### src/design/isp_pkg.sv
`default_nettype none
package isp_pkg;
    // ==============================================================
    // clock
    localparam int unsigned CLK_PERIOD_NS = 25;

    // ==============================================================
    // register word indices (byte address = 4 * index)
    localparam logic [5:0] IDX_ENTRY_COUNT = 6'h00;
    localparam logic [5:0] IDX_SELECT = 6'h01;
    localparam logic [5:0] IDX_CYCLE = 6'h02;
    localparam logic [5:0] IDX_SHIFT = 6'h03;
    localparam logic [5:0] IDX_CAPABILITY = 6'h04;
    localparam logic [5:0] IDX_MIN_PERIOD = 6'h05;
    localparam logic [5:0] IDX_CALC_COPY = 6'h06;
    localparam logic [5:0] IDX_MEASURE_CTRL = 6'h08;
    localparam logic [5:0] IDX_DELAY = 6'h09;
    localparam logic [5:0] IDX_MISSED = 6'h0B;
    localparam logic [5:0] IDX_OVERRUN = 6'h0C;
    localparam logic [5:0] IDX_GAP_SHORT = 6'h0D;
    localparam logic [5:0] IDX_LATE_SYNC = 6'h20;
    localparam logic [5:0] IDX_IRQ_STATUS = 6'h30;
    localparam logic [5:0] IDX_IRQ_MASK = 6'h31;

    // ==============================================================
    // reset values
    localparam logic [7:0] ENTRY_COUNT_VAL = 8'h20;
    localparam logic [15:0] SELECT_RST = 16'h0000;
    localparam logic [31:0] TIME_RST = 32'h00000000;
    localparam logic [15:0] CAP_RST = 16'h8007;
    localparam logic [15:0] MEASURE_CTRL_RST = 16'h0000;
    localparam logic [15:0] COUNT_RST = 16'h0000;

    // ==============================================================
    // sync select encodings
    localparam logic [15:0] MODE_FREE_RUN = 16'h0000;
    localparam logic [15:0] MODE_INPUT_EVT = 16'h0001;
    localparam logic [15:0] MODE_FIRST_PULSE = 16'h0002;
    localparam logic [15:0] MODE_SECOND_PULSE = 16'h0003;
    localparam logic [15:0] MODE_OUTPUT_EVT = 16'h0022;

    // ==============================================================
    // capability fields and measure command
    localparam int unsigned CAP_FREE_BIT = 0;
    localparam int unsigned CAP_BUF_BIT = 1;
    localparam int unsigned CAP_DC_LSB = 2;
    localparam int unsigned CAP_SHIFT_LSB = 4;
    localparam int unsigned CAP_DYN_BIT = 14;
    localparam logic [1:0] CAP_DC_VAL = 2'h1;
    localparam logic [15:0] CMD_START = 16'h0001;

    // ==============================================================
    // interrupt bits
    localparam int unsigned IRQ_MISSED = 0;
    localparam int unsigned IRQ_OVERRUN = 1;
    localparam int unsigned IRQ_GAP_SHORT = 2;
    localparam int unsigned IRQ_LATE = 3;
    localparam int unsigned IRQ_W = 4;

    typedef enum logic [1:0] {ST_IDLE, ST_SHIFT, ST_CONVERT} isp_state_e;

    // least time: round up to whole cycles
    function automatic logic [31:0] isp_ns_to_cyc(input logic [31:0] ns);
        return 32'(ns / CLK_PERIOD_NS) + 32'((ns % CLK_PERIOD_NS) != 0);
    endfunction : isp_ns_to_cyc

    function automatic logic [31:0] isp_cyc_to_ns(input logic [31:0] cyc);
        return 32'(cyc * CLK_PERIOD_NS);
    endfunction : isp_cyc_to_ns

    function automatic logic [31:0] isp_merge(input logic [31:0] old, input logic [31:0] nw,
                                              input logic [3:0] sel);
        logic [31:0] r;
        r = old;
        for (int i = 0; i < 4; i++) begin
            if (sel[i]) begin
                r[i*8 +: 8] = nw[i*8 +: 8];
            end
        end
        return r;
    endfunction : isp_merge

    function automatic logic [31:0] isp_max(input logic [31:0] a, input logic [31:0] b);
        return (a > b) ? a : b;
    endfunction : isp_max
endpackage : isp_pkg
`default_nettype wire

### src/design/isp_sat_counter.sv
`timescale 1ns/100ps
`default_nettype none
module isp_sat_counter #(
    parameter int unsigned CNT_W = 16
) (
    // clock and reset
    input wire logic clk,
    input wire logic rst,
    // count
    input wire logic inc,
    output logic [CNT_W-1:0] value
);
    generate
        if (CNT_W < 1 || CNT_W > 32) begin : g_chk
            $error("isp_sat_counter: CNT_W out of range");
        end
    endgenerate

    // holds at all ones instead of wrapping
    always_ff @(posedge clk or posedge rst) begin
        if (rst) begin
            value <= '0;
        end else if (inc && value != {CNT_W{1'b1}}) begin
            value <= value + 1'b1;
        end
    end
endmodule : isp_sat_counter
`default_nettype wire

### src/design/isp_interval_timer.sv
`timescale 1ns/100ps
`default_nettype none
module isp_interval_timer #(
    parameter int unsigned TMR_W = 32
) (
    // clock and reset
    input wire logic clk,
    input wire logic rst,
    // interval marks
    input wire logic start,
    input wire logic stop,
    // result
    output logic done,
    output logic [TMR_W-1:0] elapsed
);
    logic running_q;
    logic [TMR_W-1:0] cnt_q;

    generate
        if (TMR_W < 2 || TMR_W > 32) begin : g_chk
            $error("isp_interval_timer: TMR_W out of range");
        end
    endgenerate

    // counts cycles from start to stop, saturating
    always_ff @(posedge clk or posedge rst) begin
        if (rst) begin
            running_q <= 1'b0;
            cnt_q <= '0;
        end else if (start) begin
            running_q <= 1'b1;
            cnt_q <= '0;
        end else if (running_q) begin
            if (stop) begin
                running_q <= 1'b0;
            end else if (cnt_q != {TMR_W{1'b1}}) begin
                cnt_q <= cnt_q + 1'b1;
            end
        end
    end

    always_ff @(posedge clk or posedge rst) begin
        if (rst) begin
            done <= 1'b0;
            elapsed <= '0;
        end else begin
            done <= running_q && stop && !start;
            if (running_q && stop && !start) begin
                elapsed <= cnt_q + 1'b1;
            end
        end
    end
endmodule : isp_interval_timer
`default_nettype wire

### src/design/isp_input_sync.sv
// How it works
// [RQ1] select codes: 0,1,2,3,34 pick trigger
// [RQ2] cycle period in ns, meaning per mode
// [RQ3] first-pulse mode samples after shift interval
// [RQ4] capability bits 0,1 and 2-3=01
// [RQ5] capability bits 4-5 give shift style
// [RQ6] capability bit 14 flags dynamic times
// [RQ7] command 1 starts, 0 stops measurement
// [RQ8] measuring keeps maxima, cleared at restart
// [RQ9] report sample-to-ready time in ns
// [RQ10] report second-pulse-to-sample time in ns
// [RQ11] count missed buffer events, run and sync
// [RQ12] count late or too-early cycles in run
// [RQ13] count too-short first-to-second pulse gaps
// [RQ14] flag incorrect sync in last cycle
// [RQ15] expose smallest sustainable period in ns
// [RQ16] output and input buffer events as triggers
// [RQ17] counters saturate, zero on reset
`timescale 1ns/100ps
`default_nettype none
module isp_input_sync
    import isp_pkg::*;
#(
    parameter int unsigned CNT_W = 16,
    parameter logic [1:0] CAP_SHIFT_MODE = 2'h0,
    parameter logic CAP_DYNAMIC = 1'b0
) (
    // clock and reset
    input wire logic core_clk,
    input wire logic rst,
    // wishbone slave
    input wire logic wb_cyc,
    input wire logic wb_stb,
    input wire logic wb_we,
    input wire logic [7:0] wb_adr,
    input wire logic [3:0] wb_sel,
    input wire logic [31:0] wb_dat_w,
    output logic [31:0] wb_dat_r,
    output logic wb_ack,
    // sync and buffer events
    input wire logic first_sync_pulse,
    input wire logic second_sync_pulse,
    input wire logic output_buffer_event,
    input wire logic input_buffer_event,
    input wire logic run_state,
    input wire logic inputs_ready,
    // sampling and interrupt
    output logic sample_strobe,
    output logic irq
);

    generate
        if (CNT_W != 16) begin : g_chk
            $error("isp_input_sync: counters are 16 bits wide");
        end
    endgenerate

    // ==============================================================
    // registers and internal state
    logic [15:0] select_q, cmd_q, cap, missed_cnt, overrun_cnt, short_cnt;
    logic [31:0] cycle_q, shift_q, min_q, calc_q, delay_q, rd_d, shift_cnt_q, free_cnt_q, gap_q;
    logic [31:0] period_cyc, shift_cyc, t_shift_cyc, t_delay_cyc, t_calc_cyc;
    logic [IRQ_W-1:0] irq_stat_q, irq_mask_q, events;
    logic [5:0] idx;
    isp_state_e state_q;
    logic late_q, seen_in_q, seen_out_q, armed_q, access, wr, measuring, restart, dc_mode;
    logic free_hit, direct_fire, shift_fire, fire, early, ev_missed, ev_overrun, ev_short;
    logic ev_late, t_shift_done, t_delay_done, t_calc_done;

    // ==============================================================
    // bus decode
    assign access = wb_cyc && wb_stb && !wb_ack;
    assign wr = access && wb_we;
    assign idx = wb_adr[7:2];
    assign measuring = (cmd_q == CMD_START);
    // a start written while stopped clears earlier maxima
    assign restart = wr && idx == IDX_MEASURE_CTRL && wb_sel[0]
                     && wb_dat_w[15:0] == CMD_START && !measuring; // [RQ8]

    // ==============================================================
    // capability word
    always_comb begin
        cap = CAP_RST;
        cap[CAP_FREE_BIT] = 1'b1; // [RQ4]
        cap[CAP_BUF_BIT] = 1'b1; // [RQ4]
        cap[CAP_DC_LSB +: 2] = CAP_DC_VAL; // [RQ4]
        cap[CAP_SHIFT_LSB +: 2] = CAP_SHIFT_MODE; // [RQ5]
        cap[CAP_DYN_BIT] = CAP_DYNAMIC; // [RQ6]
    end

    // ==============================================================
    // trigger selection
    assign dc_mode = (select_q == MODE_FIRST_PULSE) || (select_q == MODE_SECOND_PULSE);
    assign period_cyc = isp_ns_to_cyc(cycle_q); // [RQ2]
    assign shift_cyc = isp_ns_to_cyc(shift_q); // [RQ3]
    assign free_hit = (cycle_q != TIME_RST) && (free_cnt_q + 32'h1 >= period_cyc);

    always_comb begin
        direct_fire = 1'b0;
        if (select_q == MODE_FREE_RUN) begin
            direct_fire = free_hit; // [RQ1] [RQ2]
        end else if (select_q == MODE_INPUT_EVT) begin
            direct_fire = input_buffer_event; // [RQ1] [RQ16]
        end else if (select_q == MODE_OUTPUT_EVT) begin
            direct_fire = output_buffer_event; // [RQ1] [RQ16]
        end else if (select_q == MODE_FIRST_PULSE) begin
            direct_fire = first_sync_pulse && shift_cyc == 32'h0; // [RQ1] [RQ3]
        end else if (select_q == MODE_SECOND_PULSE) begin
            direct_fire = second_sync_pulse; // [RQ1]
        end
    end

    assign shift_fire = (state_q == ST_SHIFT) && (shift_cnt_q <= 32'h1); // [RQ3]
    assign fire = direct_fire || shift_fire;
    // next trigger before one full period
    assign early = (select_q != MODE_FREE_RUN) && (cycle_q != TIME_RST)
                   && armed_q && (gap_q + 32'h1 < period_cyc);

    // ==============================================================
    // diagnostic events
    assign ev_missed = run_state && dc_mode && first_sync_pulse && armed_q
                       && !seen_in_q && !input_buffer_event; // [RQ11]
    assign ev_overrun = run_state && fire && (state_q == ST_CONVERT || early); // [RQ12]
    assign ev_short = dc_mode && second_sync_pulse && state_q == ST_SHIFT; // [RQ13]
    assign ev_late = dc_mode && first_sync_pulse && armed_q
                     && !seen_out_q && !output_buffer_event; // [RQ14]

    // late, gap short, overrun, missed from bit 3 down
    assign events = {ev_late, ev_short, ev_overrun, ev_missed};

    // ==============================================================
    // sampling sequencer
    always_ff @(posedge core_clk or posedge rst) begin
        if (rst) begin
            state_q <= ST_IDLE;
            shift_cnt_q <= TIME_RST;
        end else begin
            case (state_q)
                ST_SHIFT: begin
                    if (shift_fire) begin
                        state_q <= ST_CONVERT;
                    end else begin
                        shift_cnt_q <= shift_cnt_q - 32'h1;
                    end
                end
                default: begin
                    if (select_q == MODE_FIRST_PULSE && first_sync_pulse
                        && shift_cyc != 32'h0) begin
                        state_q <= ST_SHIFT; // [RQ3]
                        shift_cnt_q <= shift_cyc;
                    end else if (direct_fire) begin
                        state_q <= ST_CONVERT;
                    end else if (state_q == ST_CONVERT && inputs_ready) begin
                        state_q <= ST_IDLE;
                    end
                end
            endcase
        end
    end

    // local timer and trigger spacing
    always_ff @(posedge core_clk or posedge rst) begin
        if (rst) begin
            free_cnt_q <= TIME_RST;
            gap_q <= TIME_RST;
        end else begin
            free_cnt_q <= (free_hit || select_q != MODE_FREE_RUN) ? TIME_RST : free_cnt_q + 32'h1;
            if (fire) begin
                gap_q <= TIME_RST;
            end else if (gap_q != 32'hFFFFFFFF) begin
                gap_q <= gap_q + 32'h1;
            end
        end
    end

    // buffer events seen since the last first pulse
    always_ff @(posedge core_clk or posedge rst) begin
        if (rst) begin
            seen_in_q <= 1'b0;
            seen_out_q <= 1'b0;
            armed_q <= 1'b0;
        end else begin
            if (first_sync_pulse) begin
                seen_in_q <= 1'b0;
                seen_out_q <= 1'b0;
            end else begin
                seen_in_q <= seen_in_q || input_buffer_event;
                seen_out_q <= seen_out_q || output_buffer_event;
            end
            if (dc_mode ? first_sync_pulse : fire) begin
                armed_q <= 1'b1;
            end
        end
    end

    always_ff @(posedge core_clk or posedge rst) begin
        if (rst) begin
            sample_strobe <= 1'b0;
        end else begin
            sample_strobe <= fire;
        end
    end

    // ==============================================================
    // interval timers
    isp_interval_timer #(.TMR_W(32)) u_t_shift (.clk(core_clk), .rst(rst),
        .start(first_sync_pulse), .stop(fire), .done(t_shift_done), .elapsed(t_shift_cyc));
    isp_interval_timer #(.TMR_W(32)) u_t_delay (.clk(core_clk), .rst(rst),
        .start(second_sync_pulse), .stop(fire), .done(t_delay_done), .elapsed(t_delay_cyc));
    isp_interval_timer #(.TMR_W(32)) u_t_calc (.clk(core_clk), .rst(rst),
        .start(fire), .stop(inputs_ready), .done(t_calc_done), .elapsed(t_calc_cyc));

    // ==============================================================
    // diagnostic counters
    isp_sat_counter #(.CNT_W(CNT_W)) u_missed (.clk(core_clk), .rst(rst), .inc(ev_missed), // [RQ11] [RQ17]
        .value(missed_cnt));
    isp_sat_counter #(.CNT_W(CNT_W)) u_overrun (.clk(core_clk), .rst(rst), .inc(ev_overrun), // [RQ12] [RQ17]
        .value(overrun_cnt));
    isp_sat_counter #(.CNT_W(CNT_W)) u_short (.clk(core_clk), .rst(rst), .inc(ev_short), // [RQ13] [RQ17]
        .value(short_cnt));

    // ==============================================================
    // software registers
    always_ff @(posedge core_clk or posedge rst) begin
        if (rst) begin
            select_q <= SELECT_RST;
            cycle_q <= TIME_RST;
            cmd_q <= MEASURE_CTRL_RST;
            irq_mask_q <= '0;
        end else if (wr) begin
            if (idx == IDX_SELECT) begin
                select_q <= 16'(isp_merge({16'h0, select_q}, wb_dat_w, wb_sel)); // [RQ1]
            end else if (idx == IDX_CYCLE) begin
                cycle_q <= isp_merge(cycle_q, wb_dat_w, wb_sel); // [RQ2]
            end else if (idx == IDX_MEASURE_CTRL) begin
                cmd_q <= 16'(isp_merge({16'h0, cmd_q}, wb_dat_w, wb_sel)); // [RQ7]
            end else if (idx == IDX_IRQ_MASK) begin
                irq_mask_q <= IRQ_W'(isp_merge({28'h0, irq_mask_q}, wb_dat_w, wb_sel));
            end
        end
    end

    // shift is configured by software and raised by measurement
    always_ff @(posedge core_clk or posedge rst) begin
        if (rst) begin
            shift_q <= TIME_RST;
        end else if (restart) begin
            shift_q <= TIME_RST; // [RQ8]
        end else if (wr && idx == IDX_SHIFT) begin
            shift_q <= isp_merge(shift_q, wb_dat_w, wb_sel); // [RQ3]
        end else if (measuring && t_shift_done && dc_mode) begin
            shift_q <= isp_max(shift_q, isp_cyc_to_ns(t_shift_cyc)); // [RQ8]
        end
    end

    // measured maxima
    always_ff @(posedge core_clk or posedge rst) begin
        if (rst) begin
            calc_q <= TIME_RST;
            delay_q <= TIME_RST;
            min_q <= TIME_RST;
        end else if (restart) begin
            calc_q <= TIME_RST; // [RQ8]
            delay_q <= TIME_RST; // [RQ8]
            min_q <= TIME_RST;
        end else if (measuring) begin
            if (t_calc_done && dc_mode) begin
                calc_q <= isp_max(calc_q, isp_cyc_to_ns(t_calc_cyc)); // [RQ8] [RQ9]
            end
            if (t_delay_done && dc_mode) begin
                delay_q <= isp_max(delay_q, isp_cyc_to_ns(t_delay_cyc)); // [RQ8] [RQ10]
            end
            if (t_calc_done) begin
                min_q <= isp_max(min_q, isp_cyc_to_ns(t_calc_cyc + 32'h1)); // [RQ15]
            end
        end
    end

    // per-cycle sync verdict, renewed at each first pulse
    always_ff @(posedge core_clk or posedge rst) begin
        if (rst) begin
            late_q <= 1'b0;
        end else if (!dc_mode) begin
            late_q <= 1'b0;
        end else if (first_sync_pulse && armed_q) begin
            late_q <= ev_late; // [RQ14]
        end
    end

    // ==============================================================
    // interrupts: set wins over write-one-to-clear
    always_ff @(posedge core_clk or posedge rst) begin
        if (rst) begin
            irq_stat_q <= '0;
        end else if (wr && idx == IDX_IRQ_STATUS && wb_sel[0]) begin
            irq_stat_q <= (irq_stat_q & ~wb_dat_w[IRQ_W-1:0]) | events;
        end else begin
            irq_stat_q <= irq_stat_q | events;
        end
    end

    always_ff @(posedge core_clk or posedge rst) begin
        if (rst) begin
            irq <= 1'b0;
        end else begin
            irq <= |(irq_stat_q & irq_mask_q);
        end
    end

    // ==============================================================
    // read mux and acknowledge
    always_comb begin
        rd_d = 32'h0;
        if (idx == IDX_ENTRY_COUNT) begin
            rd_d = {24'h0, ENTRY_COUNT_VAL};
        end else if (idx == IDX_SELECT) begin
            rd_d = {16'h0, select_q};
        end else if (idx == IDX_CYCLE) begin
            rd_d = cycle_q;
        end else if (idx == IDX_SHIFT) begin
            rd_d = shift_q;
        end else if (idx == IDX_CAPABILITY) begin
            rd_d = {16'h0, cap};
        end else if (idx == IDX_MIN_PERIOD) begin
            rd_d = min_q;
        end else if (idx == IDX_CALC_COPY) begin
            rd_d = calc_q;
        end else if (idx == IDX_MEASURE_CTRL) begin
            rd_d = {16'h0, cmd_q};
        end else if (idx == IDX_DELAY) begin
            rd_d = delay_q;
        end else if (idx == IDX_MISSED) begin
            rd_d = {16'h0, missed_cnt};
        end else if (idx == IDX_OVERRUN) begin
            rd_d = {16'h0, overrun_cnt};
        end else if (idx == IDX_GAP_SHORT) begin
            rd_d = {16'h0, short_cnt};
        end else if (idx == IDX_LATE_SYNC) begin
            rd_d = {31'h0, late_q};
        end else if (idx == IDX_IRQ_STATUS) begin
            rd_d = {28'h0, irq_stat_q};
        end else if (idx == IDX_IRQ_MASK) begin
            rd_d = {28'h0, irq_mask_q};
        end
    end

    always_ff @(posedge core_clk or posedge rst) begin
        if (rst) begin
            wb_ack <= 1'b0;
            wb_dat_r <= 32'h0;
        end else begin
            wb_ack <= access;
            if (access && !wb_we) begin
                wb_dat_r <= rd_d;
            end
        end
    end
endmodule : isp_input_sync
`default_nettype wire

### config.mk
export PLATFORM = sky130hd
export DESIGN_NAME = isp_input_sync
export DESIGN_NICKNAME = d
export VERILOG_FILES = /design/src/design/isp_pkg.sv /design/src/design/isp_sat_counter.sv /design/src/design/isp_interval_timer.sv /design/src/design/isp_input_sync.sv
export SDC_FILE = /design/constraint.sdc
export NUM_CORES = 2
export LEC_CHECK = 0
export BUFFER_PORTS_ARGS = -buffer_cell sky130_fd_sc_hd__buf_2
export CAP_MARGIN = 10
export CORE_UTILIZATION = 25
export DETAILED_ROUTE_END_ITERATION = 6
export GPL_TIMING_DRIVEN = 1
export PLACE_DENSITY = 0.48
export SETUP_SLACK_MARGIN = 0.15
export SLEW_MARGIN = 20
export SYNTH_ARGS = -nofsm -noshare
export SYNTH_HDL_FRONTEND = slang
export SYNTH_SLANG_ARGS = --single-unit
### constraint.sdc
create_clock -name core_clk -period 74.2 [get_ports core_clk]
set_input_delay 0 -clock core_clk [delete_from_list [all_inputs] [get_ports core_clk]]
set_output_delay 0 -clock core_clk [all_outputs]
set_load 0.005 [all_outputs]
==> qor.csv <==
metric;value;unit
Slew @ Worst Pin;1.23;ns
clk slew on worst S/H paths;0.06;ns
vias in the first global route;49313;
area of the mapped netlist;0.0584;mm²
antenna violations before repair;15;
Arr. time, crit path;30.75;ns
Setup crit end kind;flop;
number of setup buffers added after CTS;0;
Post-Synth XOR/XNOR Area;0.0739;
Area contributors post-synth;dfrtp_1 (25%), ha_1 (12%), xnor2_1 (5.4%), inv_1 (4.9%), a21oi_1 (3.8%);
Ys Warns;0;
CTS Hold Bufs;63;
adder-cell share of the synthesized area;0.154;
critical path class;flop to flop;
DRC;2;
Initial DRT Pass Iterations;7;
CTS-repair resized insts;0;
clk_skew;0.0397;ns
GRT overflow;0;
I/O pin total;90;
GPL Wtd Cong;0.902;
# setup viols final;0;
Worst EP required;74.78;ns
Total Nets Final;7601;
Post-synth top cells;inv_1 (760), dfrtp_1 (583), ha_1 (539);
Most used DFF post-synth;dfrtp_1;
crit path time final;30.18;ns
total global-route track usage;0.152;
max_cap viols;0;
Post-synth EDFFs;0;
via count;51180;
initial core utilization;0.251;
Vias/cell;5.11;
Slew Viols, Final;0;
async set-reset flop share out of synthesis;1.00;
TritonCTS buffer count;76;
cells after synthesis;6892;
violated checks;DRC;
Setup TNS;0;ns
post-synthesis mux area share;0.0500;
Routed Antenna Nets;0;
mean routed wirelength per cell;18.3;µm
Worst path most repeated cell;a21oi_1;
register area share after synthesis;0.250;
clk sinks;583;
Hold Fails Final Rpt;0;
status;finished, violations left;
FILL cells;24817;
Post-DP HPWL;143000;µm
clock root cell;clkbuf_16;
cell taking the most area after synthesis;dfrtp_1;
die area;0.235;mm²
die width;485;µm
H-tree Lvls;3;
Slowest-stage cell, CP;or4_1;
Tcrit/Tclk final;0.407;
headroom to the max-slew limit;0.179;
core area;0.232;mm²
Synth Area in Simple Gates;0.177;
unrepaired setup endpoints after global routing;no;
total routed wirelength;183000;µm
IO buf count;87;
1st-iter DRT viols;3501;
Clk Latency, worst-skew pair;0.72;ns
largest family of logic cells by synthesized area;compound AO/OA/AOI/OAI gates;
area share of the largest cell type after synthesis;0.250;
first-pass GRT wire length;286000;µm
crit path launch type;flop;
synthesis-to-finish area growth;12.1;%
CP Max Fanout;33;
Bufs on Longest Clock Path;3;
Mean Syn Cell Area;8.47;µm²
floorplan row count;177;
CTS tree;built;
Yosys cell types;145;
Die H;485;µm
layout cells sized above 1;0.0934;
most frequent cell after synthesis;inv_1;
largest net degree at the start of global routing;92;
CP peak stage delay;0.77;ns
Compound-Gate Fraction of Synth Area;0.225;
flops & latches, synth;583;
type of the worst min-delay path;input pin to flop;
fmax;33.1;MHz
==> metal layers <==
| layer | vias up | GRT usage | share of wire |
|---|---|---|---|
| li1 | 24849 | - | - |
| met1 | 24920 | 0.196 | 0.45 |
| met2 | 1102 | 0.253 | 0.47 |
| met3 | 309 | 0.0194 | 0.038 |
| met4 | 0 | 0.0627 | 0.044 |
| met5 | - | 0 | 0 |
==> per-stage QoR <==
step,cell area (µm²),worst slack (ns),instances,util,hold WS (ns)
6_report,65400,44.02,10011,0.282,0.0955
5_1_grt,65400,41.44,10009,0.282,0.103
4_1_cts,65400,43.67,10003,0.281,0.0412
3_5_place_dp,62000,43.77,9803,0.267,0.149
3_3_place_gp,62000,43.87,9802,0.267,0.142
2_1_floorplan,58400,50.84,6893,-,0.112
==> placed cells by master (no fill, tap or decap), types with 104 or more instances in the layout <==
| master | Yosys | routed |
|---|---|---|
| inv_1 | 760 | 758 |
| dfrtp_1 | 583 | 583 |
| ha_1 | 539 | 539 |
| a21oi_1 | 440 | 440 |
| nand2_1 | 383 | 383 |
| nor2_1 | 368 | 368 |
| o21ai_0 | 364 | 363 |
| xnor2_1 | 362 | 362 |
| nand3_1 | 297 | 296 |
| and3_1 | 152 | 151 |
| nor3_1 | 139 | 136 |
| mux2i_1 | 132 | 132 |
| xor2_1 | 123 | 123 |
| mux2_2 | 116 | 116 |
| fa_1 | 104 | 104 |
==> kinds of logic after synthesis <==
logic type | after synthesis
adder cells (fa/ha/maj) | 657
flip-flops | 583
buffers and inverters | 1059
AO/OA/AOI/OAI | 1861
other | 1
multiplexers | 268
AND/OR/NAND/NOR | 1974
XOR/XNOR | 489
==> area by class of cell <==
class / count / area, µm² / share of cell area
multi-input cells: 5251 / 39800 / 0.607
clock buffers: 102 / 2140 / 0.0327
flip-flops and latches: 583 / 14600 / 0.223
inverters: 771 / 2900 / 0.0443
repair buffers: 220 / 1590 / 0.0243
well taps: 3043 / 3810 / 0.0582
clock inverters: 35 / 649 / 0.00992
diodes: 6 / 15.0 / 0.000229
==> worst max-delay path: cells and delay by family, from the launching register on <==
family	cells	cell delay, ns
compound gates	59	17.03
simple gates	29	6.67
mux	4	1.85
buf+inv	5	1.30
fa+ha+maj	5	1.22
xor+xnor	3	1.14
flops	1	0.67
==> final timing paths <==
path,startpoint,endpoint,slack (ns),cells past startpoint
setup / recovery,cycle_q[18]$_DFFE_PP0P_,u_t_calc.elapsed[1]$_DFFE_PP0P_,44.02,105
hold reg to reg,wb_dat_r[1]$_DFFE_PP0P_,wb_dat_r[1]$_DFFE_PP0P_,0.47,2
hold / removal,wb_adr[3],wb_dat_r[1]$_DFFE_PP0P_,0.1,4
setup reg to reg,cycle_q[18]$_DFFE_PP0P_,u_t_calc.elapsed[1]$_DFFE_PP0P_,44.02,105
min in group asynchronous,rst,wb_dat_r[14]$_DFFE_PP0P_,0.52,4
max in group asynchronous,rst,shift_cnt_q[22]$_DFFE_PP0P_,69.74,8
==> registers in the layout, summed over array words and instances, names as in the netlist, 32 cells and up <==
name	count
u_t_calc.cnt_q	32
cycle_q	32
delay_q	32
free_cnt_q	32
u_t_delay.cnt_q	32
min_q	32
u_t_shift.elapsed	32
shift_q	32
gap_q	32
calc_q	32
u_t_calc.elapsed	32
wb_dat_r	32
u_t_delay.elapsed	32
u_t_shift.cnt_q	32
shift_cnt_q	32
Power is left out: the tool's default activity adds up to more than one toggle a clock period on the data nets, which glitch-free logic cannot reach.
